`src/verilog/adcc_pkg.sv`:
```
// Constants, carriers and register map for the converter control block.
// Assumes a single 25 MHz core clock and an 8-bit software register port.
package adcc_pkg;

    // ----------------------------------------------------------------
    // Register offsets
    // ----------------------------------------------------------------
    localparam logic [2:0] OFS_CTRL0   = 3'h0;
    localparam logic [2:0] OFS_CTRL1   = 3'h1;
    localparam logic [2:0] OFS_CTRL2   = 3'h2;
    localparam logic [2:0] OFS_RES_HI  = 3'h3;
    localparam logic [2:0] OFS_RES_LO  = 3'h4;
    localparam logic [2:0] OFS_IRQ     = 3'h5;
    localparam logic [2:0] OFS_PINFUNC = 3'h6;

    // ----------------------------------------------------------------
    // Field positions
    // ----------------------------------------------------------------
    localparam int CTRL0_START_BIT  = 7;
    localparam int CTRL0_BUSY_BIT   = 6;
    localparam int CTRL0_PWR_BIT    = 5;
    localparam int CTRL0_FMT_BIT    = 4;
    localparam int CTRL0_CHAN_LSB   = 0;
    localparam int CTRL1_SRC_LSB    = 4;
    localparam int CTRL1_CLK_LSB    = 0;
    localparam int CTRL2_PGAEN_BIT  = 7;
    localparam int CTRL2_PGA_INPUT_SELECT_BIT  = 4;
    localparam int CTRL2_REF_LSB    = 2;
    localparam int CTRL2_GAIN_LSB   = 0;
    localparam int IRQ_FLAG_BIT     = 0;
    localparam int IRQ_ADE_BIT      = 1;
    localparam int IRQ_EMI_BIT      = 2;

    // ----------------------------------------------------------------
    // Reset values
    // ----------------------------------------------------------------
    localparam logic [7:0] RST_CTRL0   = 8'h00;
    localparam logic [7:0] RST_CTRL1   = 8'h00;
    localparam logic [7:0] RST_CTRL2   = 8'h00;
    localparam logic [7:0] RST_PINFUNC = 8'h00;

    // ----------------------------------------------------------------
    // Timing counts in converter clocks
    // ----------------------------------------------------------------
    localparam logic [4:0] SAMPLE_CYCLES = 5'h04;
    localparam logic [4:0] CONV_CYCLES   = 5'h0C;
    localparam logic [4:0] TOTAL_CYCLES  = SAMPLE_CYCLES + CONV_CYCLES;

    // ----------------------------------------------------------------
    // Encodings
    // ----------------------------------------------------------------
    typedef enum logic [1:0] {
        ADCC_REF_SUPPLY, ADCC_REF_PIN, ADCC_REF_PGA, ADCC_REF_NONE
    } adcc_ref_t;

    typedef enum logic [3:0] {
        ADCC_IN_EXT, ADCC_IN_SUP1, ADCC_IN_SUP2, ADCC_IN_SUP4,
        ADCC_IN_PGA1, ADCC_IN_PGA2, ADCC_IN_PGA4,
        ADCC_IN_AMP0, ADCC_IN_AMP1, ADCC_IN_GND
    } adcc_in_t;

    // Software register port
    typedef struct packed {
        logic [2:0] addr;
        logic [7:0] wdata;
        logic       wr;
        logic       rd;
    } adcc_bus_t;

    // Analog routing controls toward the converter core
    typedef struct packed {
        adcc_ref_t  ref_sel;
        logic       ref_pin_en;
        logic       pga_en;
        logic       pga_from_bandgap;
        logic       pga_pin_en;
        logic [1:0] pga_gain;
        adcc_in_t   in_sel;
        logic       ext_path_en;
        logic [7:0] ext_chan_onehot;
        logic       power_on;
        logic       sample;
    } adcc_route_t;

endpackage

```
`src/verilog/adcc_top.sv`:
```
// Converter control: registers, clock divider, sequencer, result format
// and analog routing. Assumes the core returns one result bit per
// conversion clock, MSB first, during the conversion phase.
//
// Local design decisions: the address map and the address-and-strobe port.
`timescale 1ns/1ps
`default_nettype none

module adcc_top (
    input  wire logic               i_core_clk,
    input  wire logic               i_rst,
    input  wire adcc_pkg::adcc_bus_t i_bus,
    output logic [7:0]              o_rdata,
    input  wire logic               i_core_bit,
    output adcc_pkg::adcc_route_t   o_route,
    output logic [7:0]              o_pin_analog,
    output logic [7:0]              o_pin_pull_dis,
    output logic [7:0]              o_pin_dir_ovr,
    output logic                    o_conv_busy,
    output logic                    o_irq
);
    import adcc_pkg::*;

    // ----------------------------------------------------------------
    // Registers
    // ----------------------------------------------------------------
    logic [7:0]  converter_ctrl0;
    logic [7:0]  converter_ctrl1;
    logic [7:0]  converter_ctrl2;
    logic [7:0]  pin_func_sel0;
    logic        conv_irq_flag;
    logic        conv_irq_enable;
    logic        global_irq_enable;
    logic [11:0] result;
    logic [11:0] shift_acc;
    logic        conv_busy;
    logic        start_q;
    logic [6:0]  div_cnt;
    logic        tick;
    logic [4:0]  phase_cnt;
    logic        done;
    logic        core_bit_s1;
    logic        core_bit_s2;

    logic        result_format;
    logic [3:0]  channel_select;
    logic [3:0]  input_source_select;
    logic [2:0]  conv_clock_select;
    logic [1:0]  ref_select;
    logic        pga_input_select;
    logic        converter_power_enable;
    logic        start_bit;
    logic        start_fall;
    logic        wr_irq;
    logic [15:0] result_aligned;

    assign result_format          = converter_ctrl0[CTRL0_FMT_BIT];
    assign channel_select         = converter_ctrl0[CTRL0_CHAN_LSB +: 4];
    assign converter_power_enable = converter_ctrl0[CTRL0_PWR_BIT];
    assign start_bit              = converter_ctrl0[CTRL0_START_BIT];
    assign input_source_select    = converter_ctrl1[CTRL1_SRC_LSB +: 4];
    assign conv_clock_select      = converter_ctrl1[CTRL1_CLK_LSB +: 3];
    assign ref_select             = converter_ctrl2[CTRL2_REF_LSB +: 2];
    assign pga_input_select       = converter_ctrl2[CTRL2_PGA_INPUT_SELECT_BIT];
    assign wr_irq                 = i_bus.wr && (i_bus.addr == OFS_IRQ);

    // ----------------------------------------------------------------
    // Helpers
    // ----------------------------------------------------------------
    // Source code to routing choice
    function automatic adcc_in_t decode_src(input logic [3:0] s);
        case (s)
            4'h1:    decode_src = ADCC_IN_SUP1;
            4'h2:    decode_src = ADCC_IN_SUP2;
            4'h3:    decode_src = ADCC_IN_SUP4;
            4'h5:    decode_src = ADCC_IN_PGA1;
            4'h6:    decode_src = ADCC_IN_PGA2;
            4'h7:    decode_src = ADCC_IN_PGA4;
            4'h8:    decode_src = ADCC_IN_AMP0;
            4'h9:    decode_src = ADCC_IN_AMP1;
            4'hA,
            4'hB:    decode_src = ADCC_IN_GND;
            default: decode_src = ADCC_IN_EXT;
        endcase
    endfunction

    // Divider terminal count: 2^code - 1
    function automatic logic [6:0] div_limit(input logic [2:0] c);
        div_limit = 7'(({7'h00, 1'b1} << c) - 8'h01);
    endfunction

    // Result laid across the two read bytes as {high, low}
    function automatic logic [15:0] align_result(input logic [11:0] r, input logic fmt);
        if (fmt)
            align_result = {4'h0, r};
        else
            align_result = {r, 4'h0};
    endfunction

    // ----------------------------------------------------------------
    // Control register writes
    // ----------------------------------------------------------------
    // Busy bit is read-only; start bit is software-owned
    always_ff @(posedge i_core_clk) begin
        if (i_rst) begin
            converter_ctrl0 <= RST_CTRL0;
            converter_ctrl1 <= RST_CTRL1;
            converter_ctrl2 <= RST_CTRL2;
            pin_func_sel0   <= RST_PINFUNC;
        end else if (i_bus.wr) begin
            case (i_bus.addr)
                OFS_CTRL0:   converter_ctrl0 <= i_bus.wdata & 8'hBF;
                OFS_CTRL1:   converter_ctrl1 <= i_bus.wdata & 8'hF7;
                OFS_CTRL2:   converter_ctrl2 <= i_bus.wdata & 8'h9F;
                OFS_PINFUNC: pin_func_sel0   <= i_bus.wdata;
                default: ;
            endcase
        end
    end

    // Interrupt enables, written as a pair
    always_ff @(posedge i_core_clk) begin
        if (i_rst) begin
            conv_irq_enable   <= 1'b0;
            global_irq_enable <= 1'b0;
        end else if (wr_irq) begin
            conv_irq_enable   <= i_bus.wdata[IRQ_ADE_BIT];
            global_irq_enable <= i_bus.wdata[IRQ_EMI_BIT];
        end
    end

    // Request flag; completion beats a software clear in the same cycle
    always_ff @(posedge i_core_clk) begin
        if (i_rst)
            conv_irq_flag <= 1'b0;
        else if (done)
            conv_irq_flag <= 1'b1;
        else if (wr_irq)
            conv_irq_flag <= i_bus.wdata[IRQ_FLAG_BIT];
    end

    // Interrupt output gated by both enables
    always_ff @(posedge i_core_clk) begin
        if (i_rst)
            o_irq <= 1'b0;
        else
            o_irq <= conv_irq_flag && conv_irq_enable && global_irq_enable;
    end

    // ----------------------------------------------------------------
    // Start detection
    // ----------------------------------------------------------------
    // A falling start bit after a rise completes the low-high-low pulse
    always_ff @(posedge i_core_clk) begin
        if (i_rst)
            start_q <= 1'b0;
        else
            start_q <= start_bit;
    end
    assign start_fall = start_q && !start_bit;

    // ----------------------------------------------------------------
    // Converter clock divider
    // ----------------------------------------------------------------
    // Tick marks one converter clock; restarted with each conversion
    // A new divider code applies at once to the count in progress
    always_ff @(posedge i_core_clk) begin
        if (i_rst || start_fall) begin
            div_cnt <= 7'h00;
            tick    <= 1'b0;
        end else if (div_cnt >= div_limit(conv_clock_select)) begin
            div_cnt <= 7'h00;
            tick    <= 1'b1;
        end else begin
            div_cnt <= div_cnt + 7'h01;
            tick    <= 1'b0;
        end
    end

    // ----------------------------------------------------------------
    // Sequencer
    // ----------------------------------------------------------------
    // Core bit crosses from the analog side, so it is synchronised
    always_ff @(posedge i_core_clk) begin
        if (i_rst) begin
            core_bit_s1 <= 1'b0;
            core_bit_s2 <= 1'b0;
        end else begin
            core_bit_s1 <= i_core_bit;
            core_bit_s2 <= core_bit_s1;
        end
    end

    // Runs beside the processor; a new start while busy restarts sampling
    always_ff @(posedge i_core_clk) begin
        if (i_rst) begin
            conv_busy <= 1'b0;
            phase_cnt <= 5'h00;
            shift_acc <= 12'h000;
            done      <= 1'b0;
        end else begin
            done <= 1'b0;
            if (start_fall && converter_power_enable) begin
                conv_busy <= 1'b1;
                phase_cnt <= 5'h00;
                shift_acc <= 12'h000;
            end else if (!converter_power_enable) begin
                conv_busy <= 1'b0;
                phase_cnt <= 5'h00;
            end else if (conv_busy && tick) begin
                if (phase_cnt >= SAMPLE_CYCLES)
                    shift_acc <= {shift_acc[10:0], core_bit_s2};
                if (phase_cnt == TOTAL_CYCLES - 5'h01) begin
                    conv_busy <= 1'b0;
                    done      <= 1'b1;
                    phase_cnt <= 5'h00;
                end else begin
                    phase_cnt <= phase_cnt + 5'h01;
                end
            end
        end
    end

    // Result captured only once the last bit is in
    always_ff @(posedge i_core_clk) begin
        if (i_rst)
            result <= 12'h000;
        else if (done)
            result <= shift_acc;
    end

    // ----------------------------------------------------------------
    // Register read port
    // ----------------------------------------------------------------
    // Alignment follows the live format bit, so a held result is re-laid
    assign result_aligned = align_result(result, result_format);

    // One-cycle read latency; unmapped offsets read zero
    always_ff @(posedge i_core_clk) begin
        if (i_rst)
            o_rdata <= 8'h00;
        else if (i_bus.rd) begin
            case (i_bus.addr)
                OFS_CTRL0:   o_rdata <= {converter_ctrl0[7], conv_busy, converter_ctrl0[5:0]};
                OFS_CTRL1:   o_rdata <= converter_ctrl1;
                OFS_CTRL2:   o_rdata <= converter_ctrl2;
                OFS_RES_HI:  o_rdata <= result_aligned[15:8];
                OFS_RES_LO:  o_rdata <= result_aligned[7:0];
                OFS_IRQ:     o_rdata <= {5'h00, global_irq_enable, conv_irq_enable, conv_irq_flag};
                OFS_PINFUNC: o_rdata <= pin_func_sel0;
                default:     o_rdata <= 8'h00;
            endcase
        end else
            o_rdata <= 8'h00;
    end

    // Busy mirrored one cycle late; keeps the pin off any decode path
    always_ff @(posedge i_core_clk) begin
        if (i_rst)
            o_conv_busy <= 1'b0;
        else
            o_conv_busy <= conv_busy;
    end

    // ----------------------------------------------------------------
    // Analog routing
    // ----------------------------------------------------------------
    // Registered so the core sees glitch-free selects
    always_ff @(posedge i_core_clk) begin
        if (i_rst) begin
            o_route <= '0;
        end else begin
            case (ref_select)
                2'b00:   o_route.ref_sel <= ADCC_REF_SUPPLY;
                2'b01:   o_route.ref_sel <= ADCC_REF_PIN;
                default: o_route.ref_sel <= ADCC_REF_PGA;
            endcase
            o_route.ref_pin_en       <= (ref_select == 2'b01);
            o_route.pga_en           <= converter_ctrl2[CTRL2_PGAEN_BIT];
            o_route.pga_from_bandgap <= pga_input_select;
            o_route.pga_pin_en       <= !pga_input_select;
            o_route.pga_gain         <= converter_ctrl2[CTRL2_GAIN_LSB +: 2];
            o_route.in_sel           <= decode_src(input_source_select);
            // Internal source forces the external path off
            o_route.ext_path_en      <= (decode_src(input_source_select) == ADCC_IN_EXT);
            // Codes 8..15 leave every channel open, so the input floats
            o_route.ext_chan_onehot  <= (decode_src(input_source_select) == ADCC_IN_EXT && !channel_select[3])
                                        ? 8'(8'h01 << channel_select[2:0]) : 8'h00;
            o_route.power_on         <= converter_power_enable;
            // No sampling phase shows once power is dropped
            o_route.sample           <= conv_busy && converter_power_enable && (phase_cnt < SAMPLE_CYCLES);
        end
    end

    // Analog pin function: drop digital use, pull-high and direction
    always_ff @(posedge i_core_clk) begin
        if (i_rst) begin
            o_pin_analog   <= 8'h00;
            o_pin_pull_dis <= 8'h00;
            o_pin_dir_ovr  <= 8'h00;
        end else begin
            o_pin_analog   <= pin_func_sel0;
            o_pin_pull_dis <= pin_func_sel0;
            o_pin_dir_ovr  <= pin_func_sel0;
        end
    end

endmodule

`default_nettype wire

```
`config.mk`:
```
export PLATFORM = sky130hd
export DESIGN_NAME = adcc_top
export DESIGN_NICKNAME = d
export VERILOG_FILES = /design/src/verilog/adcc_pkg.sv /design/src/verilog/adcc_top.sv
export SDC_FILE = /design/constraint.sdc
export NUM_CORES = 1
export LEC_CHECK = 0
export ABC_AREA = 1
export ABC_CLOCK_PERIOD_IN_PS = 3000
export BUFFER_PORTS_ARGS = -buffer_cell sky130_fd_sc_hd__buf_2
export CAP_MARGIN = 30
export CORE_UTILIZATION = 52
export DETAILED_ROUTE_END_ITERATION = 10
export GPL_ROUTABILITY_DRIVEN = 1
export HOLD_SLACK_MARGIN = 0.03
export PLACE_DENSITY_LB_ADDON = 0.2
export SYNTH_ARGS = -nofsm -noshare
export SYNTH_HDL_FRONTEND = slang
export SYNTH_SLANG_ARGS = --single-unit
```
`constraint.sdc`:
```
create_clock -name i_core_clk -period 3 [get_ports i_core_clk]
set_clock_uncertainty 0.1 [all_clocks]
set_input_delay 0.75 -clock i_core_clk [delete_from_list [all_inputs] [get_ports i_core_clk]]
set_output_delay 0.75 -clock i_core_clk [all_outputs]
set_load 0.05 [all_outputs]
```
# After elaboration in Yosys (flattened, before gate mapping)
# Memory sizes are Yosys's and may differ from the RTL's. A register that Yosys moved wholly into a read port is not among the register bits.
# Index checks and enable logic that the tools add are counted.
# word_totals
elab_cells	104
mem_bits_ro	192
regBits	110
latchBits	0
mem_bits_rw	0
memories	3
output_inout_bits	57
# classes
n_reduce_logical	30
addsub	3
n_mux	18
magnitude_cmp	3
div_mod_pow	0
eq_ne	10
n_shift	2
bitwise	4
n_mul	0
# mem_list
name	words	word_bits	read_ports	rd_ports_with_merged_regs	wr	line_no	text
(name not given)	16	4	1	1	0	adcc_top.sv:72	case (s)
(name not given)	16	4	1	1	0	adcc_top.sv:72	
(name not given)	16	4	1	1	0	adcc_top.sv:72	
# op_table
op	count
8-bit one-hot mux with 7 select lines	1
4-bit 2-to-1 mux	6
16-bit 2-to-1 mux	1
2-bit AND reduction	5
3-bit equality test, second input constant	3
1-bit logical AND	9
4-bit logical NOT	2
1-bit 2-to-1 mux	8
2-bit OR reduction	4
1-bit by 3-bit left shift with 8-bit output, first input constant	1
7-bit by 1-bit adder with 7-bit output, second input constant	1
7-bit greater-or-equal comparator	1
1-bit by 3-bit left shift with 7-bit output, first input constant	1
7-bit by 1-bit subtractor with 7-bit output, second input constant	1
3-bit by 2-bit equality test with 1-bit output, second input constant	2
3-bit by 1-bit != test with 1-bit output, second input constant	2
5-bit by 1-bit adder with 5-bit output, second input constant	1
5-bit by 4-bit equality test with 1-bit output, second input constant	1
5-bit by 3-bit greater-or-equal comparator with 1-bit output, second input constant	1
5-bit by 3-bit less-than comparator with 1-bit output, second input constant	1
5-bit 2-to-1 mux	1
1-bit NOT	4
2-bit one-hot mux with 2 select lines	1
4-bit OR reduction	1
other kinds (9)	11

# Longest topological paths before layout
# logic_depth
word_depth	5
mapped_depth	12
mapped_depth_nobuf	12

# Worst setup path after synthesis
# Ideal clock, no wire load.
# synth_timing
path_kind	flip-flop to flip-flop
startpoint	register converter_ctrl1[2]
endpoint	register div_cnt[0]
t_arrival_ns	1.953
n_path_buf	0
slack_ns	0.882
stages_incl_launch_ff	13
synth_period_minus_slack_ns	2.118
cell_sequence	dfxtp_1 -> inv_1 -> nand2_1 -> ha_1 -> o21ai_0 -> a21oi_1 -> xor2_1 -> ha_1 -> a21oi_1 -> o21ai_0 -> nor2_1 -> nand2_1 -> nor2_1
# synth_between
elab_chain_cells	4
# synth_rtl
item	line_no	text
start: declaration	adcc_top.sv:28	logic [7:0] converter_ctrl1;
start signal: assignment	adcc_top.sv:113	OFS_CTRL1: converter_ctrl1 <= i_bus.wdata & 8'hF7;
1-bit by 3-bit left shift with 7-bit output	adcc_top.sv:89	div_limit = 7'(({7'h00, 1'b1} << c) - 8'h01);
7-bit by 1-bit subtractor with 7-bit output	adcc_top.sv:89	
7-bit greater-or-equal comparator	adcc_top.sv:171	end else if (div_cnt >= div_limit(conv_clock_select)) begin
2-bit OR reduction (no line)	--	
end signal: assignment	adcc_top.sv:175	div_cnt <= div_cnt + 7'h01;
end: declaration	adcc_top.sv:38	logic [6:0] div_cnt;
# Every way passes these cells.
# A chain may end at the register's enable or synchronous reset.

# Final worst setup path
# layout_timing
startpoint	register converter_ctrl1[2]
endpoint	register div_cnt[5]
# The elaborated chain is that of the path after synthesis.

==> flow_summary.yaml <==
setup_path:
  critPathLaunchType: "flop"
  critPathSlowestCell: "dfxtp_1"
  cp_cell_sequence: "inv_1 -> nand2_1 -> ha_1 -> o21ai_0 -> a21oi_1 -> xor2_1 -> ha_1 -> a21oi_1 -> o21ai_0 -> nor2_1 -> nand2_1 -> nor2_1"
  cp_top_family: "simple AND/OR/NAND/NOR gates"
  cp.required_ns: 3.35
  critical-path-max-stage-delay_ns: 0.38
  worst-path-max-fanout: 7
  crit_type: "flop to flop"
  end_kind: "flop"
  path_buf_inv: 1
  cp.arrival_ns: 2.84
synth:
  yosys_warnings: 0
  synthCells: 590
  yosysSeqAreaShare_pct: 49.88
  synth.cell_area_um2: 4736
  synth_fp_nets: 617
  syn-mean-instance-area_um2: 8.027
  synth.distinct_cells: 36
  ys_ff_latch: 118
global_route:
  grt_pass1_wl_um: 17750
  grt_pass1_vias: 3862
  grt_start_max_net_pins: 31
  busiest_layer: "met2"
  met2_usage_pct: 38.73
  overflow: 0
  antenna_found_initial: 0
  track_usage_pct: 23.40
  met1_usage_pct: 28.19
  grtUsageMet3_pct: 5.252
die:
  coreArea_um2: 8763
  die-area_um2: 9493
  die_x_um: 97.43
  row_count: 34
  io_pins: 73
  start_util_pct: 54.04
  dieHeight_um: 97.43
finish:
  nFillCells: 758
  antenna_cells: 0
  drive_gt1_share_pct: 20.24
  final_util_pct: 65.06
  nets: 681
  area_growth_syn_to_layout_pct: 20.40
drt:
  drtIter0Drc: 179
  drtAntennaViolNets: 0
  drc_errors: 0
  wl_per_cell_um: 13.71
  vias_per_cell: 5.268
  drt-total-wl_um: 10620
  vias: 4083
  first_pass_iters: 5
clock_network:
  clock_sinks: 118
  postCtsHoldBufs: 0
  cts_root_buffer: "clkbuf_8"
  cts_resized: 0
  postCtsSetupRepairBufs: 0
  clk-insertion-delay-late_ns: 0.52
  cts-buffers-inserted: 17
  path_clk_slew_ns: 0.06
  cts_htree_levels: 4
  cts_max_path_buffers: 2
  cts_tree: "done"
power_and_ir_drop:
  internal_power_mw: 3.064
  p_sw_share_pct: 24.05
  pwr-share-seq_pct: 40.4
  clockPowerShare_pct: 52.4
  power.density_nw_per_um2: 707.6
  share_comb_of_total_power_pct: 7.2
  p_leak_nw: 2.468
  fin_total_pwr_mw: 4.034
  p_sw_mw: 0.9705
  ir_drop_uv: 412.7
timing:
  tightest_slew_ns: 0.4794
  timing.final.ws_setup_ns: 0.5136
  fin_tns_setup_ns: 0
  fmax_ghz: 0.4022
  rsz0062_at_grt: "false"
  drv_slew: 0
  setup_violations: 0
  slew-limit-headroom_pct: 67.84
  post-route-period-util_pct: 82.88
  finalHoldViolCount: 0
  final.min_clock_period_ns: 2.486
placement:
  dp_hpwl_um: 7602
  place_ws_ns: 0.5843
  io_buffers: 72
  place.gp.congestion: 0.8672
hold_path:
  hold_class: "flop to flop"
job:
  cap_violations: 0
outcome:
  status: "finished clean"
==> logic make-up (layout without fill, tap and decap cells) <==
logic type	Yosys count	count (layout)	synth area share [%]
AOI/OAI and AO/OA	148	148	16.57
DFF	118	118	49.88
xor gates and xnor gates	8	8	1.480
and+or+nand+nor	197	197	19.05
adders and majority gates	11	11	2.906
buffers and inverters	108	185	10.12
==> area by class of cell <==
class | instances | area, µm² | area share, %
clock inverters | 14 | 198.9 | 3.489
clock buffers | 18 | 427.9 | 7.505
flip-flops and latches | 118 | 2362 | 41.43
inverters | 76 | 285.3 | 5.003
multi-input cells | 364 | 1894 | 33.22
repair buffers | 77 | 397.9 | 6.978
well taps | 108 | 135.1 | 2.370
==> through the flow <==
stage                     std cells  hold WS [ns]  instance area [µm²]
after floorplan                 590        0.2883                 4736
after global placement          743        0.2903                 5075
after CTS                       775        0.3135                 5702
after global routing            775        0.3345                 5702
after detailed placement        743        0.3057                 5075
final                           775        0.3093                 5702
==> power groups by stage <==
stage / logic (mW) / clock network (mW) / registers [mW]
after global placement: 0.280 / 0 / 1.66
after detailed placement: 0.285 / 0 / 1.66
after global routing: 0.319 / 2.20 / 1.64
final: 0.291 / 2.11 / 1.63
after floorplan: 0.175 / 0 / 1.70
after CTS: 0.289 / 2.12 / 1.63
==> sequential cells by signal (all words and copies together) (netlist names), named ones only <==
| register | flops |
|---|---|
| o_rdata | 8 |
| conv_busy | 1 |
| div_cnt | 7 |
| global_irq_enable | 1 |
| converter_ctrl1 | 7 |
| core_bit_s2 | 1 |
| tick | 1 |
| converter_ctrl2 | 6 |
| conv_irq_flag | 1 |
| start_q | 1 |
| o_pin_dir_ovr | 8 |
| phase_cnt | 5 |
| core_bit_s1 | 1 |
| o_route | 23 |
| conv_irq_enable | 1 |
| result | 12 |
| done | 1 |
| o_conv_busy | 1 |
| o_irq | 1 |
| pin_func_sel0 | 8 |
| converter_ctrl0 | 7 |
| shift_acc | 12 |
==> worst register-to-register path, stage by stage, from the launching register on <==
cell and delay [ns]:
dfxtp_1 0.38, inv_1 0.14, nand2_1 0.13, ha_1 0.18
o21ai_0 0.15, a21oi_1 0.17, xor2_1 0.19, ha_1 0.29
a21oi_1 0.13, o21ai_0 0.12, nor2_1 0.16, nand2_1 0.15
nor2_1 0.13
==> per-layer routing <==
| metal | up-vias | wire length, µm | share of wire [%] |
|---|---|---|---|
| met2 | 148 | 4997 | 47 |
| met5 | - | 0 | 0 |
| met3 | 30 | 577 | 5.4 |
| met1 | 1838 | 4690 | 44 |
| met4 | 0 | 359 | 3.4 |
| li1 | 2067 | - | - |
==> placed cells by master, fill, tap and decap left out, drive strengths merged, types with 6 or more instances in the layout <==
cell type / count
nand2: 58
o22ai: 10
clkbuf: 18
inv: 76
clkinv: 6
nor3: 20
ha: 11
nand4: 7
nor2: 86
o21ai: 69
nand3: 21
a21oi: 61
dfxtp: 118
buf: 77
==> worst paths after layout <==
| check | from | slack (ns) | endpoint | depth (start not counted) |
|---|---|---|---|---|
| worst max-delay path | converter_ctrl1[2]$_SDFFE_PP0P_ | 0.51 | div_cnt[5]$_SDFF_PP0_ | 12 |
| worst min-delay path | core_bit_s1$_SDFF_PP0_ | 0.31 | core_bit_s2$_SDFF_PP0_ | 2 |
| worst max register to register | converter_ctrl1[2]$_SDFFE_PP0P_ | 0.51 | div_cnt[5]$_SDFF_PP0_ | 12 |
| worst min register to register | core_bit_s1$_SDFF_PP0_ | 0.31 | core_bit_s2$_SDFF_PP0_ | 2 |
==> Yosys cell counts (all sizes together) <==
| library cell | count | share of area [%] |
|---|---|---|
| o22ai | 10 | 1.3 |
| inv | 74 | 5.9 |
| nor4 | 2 | 0.26 |
| nor3b | 1 | 0.16 |
| ha | 11 | 2.9 |
| or2 | 1 | 0.13 |
| and3 | 1 | 0.13 |
| nand2 | 58 | 4.9 |
| clkinv | 2 | 0.16 |
| o21ai | 69 | 7.3 |
| a21oi | 61 | 6.4 |
| nor2 | 86 | 7.4 |
| xor2 | 5 | 0.92 |
| xnor2 | 3 | 0.55 |
| a31oi | 3 | 0.40 |
| clkbuf | 11 | 0.87 |
| o311ai | 1 | 0.18 |
| o211ai | 2 | 0.61 |
| buf | 21 | 3.2 |
| nand4 | 7 | 0.92 |
| nor3 | 20 | 2.3 |
| nand3 | 21 | 2.9 |
| a211oi | 2 | 0.32 |
| dfxtp | 118 | 50 |
(Power assumes the default switching activity.)
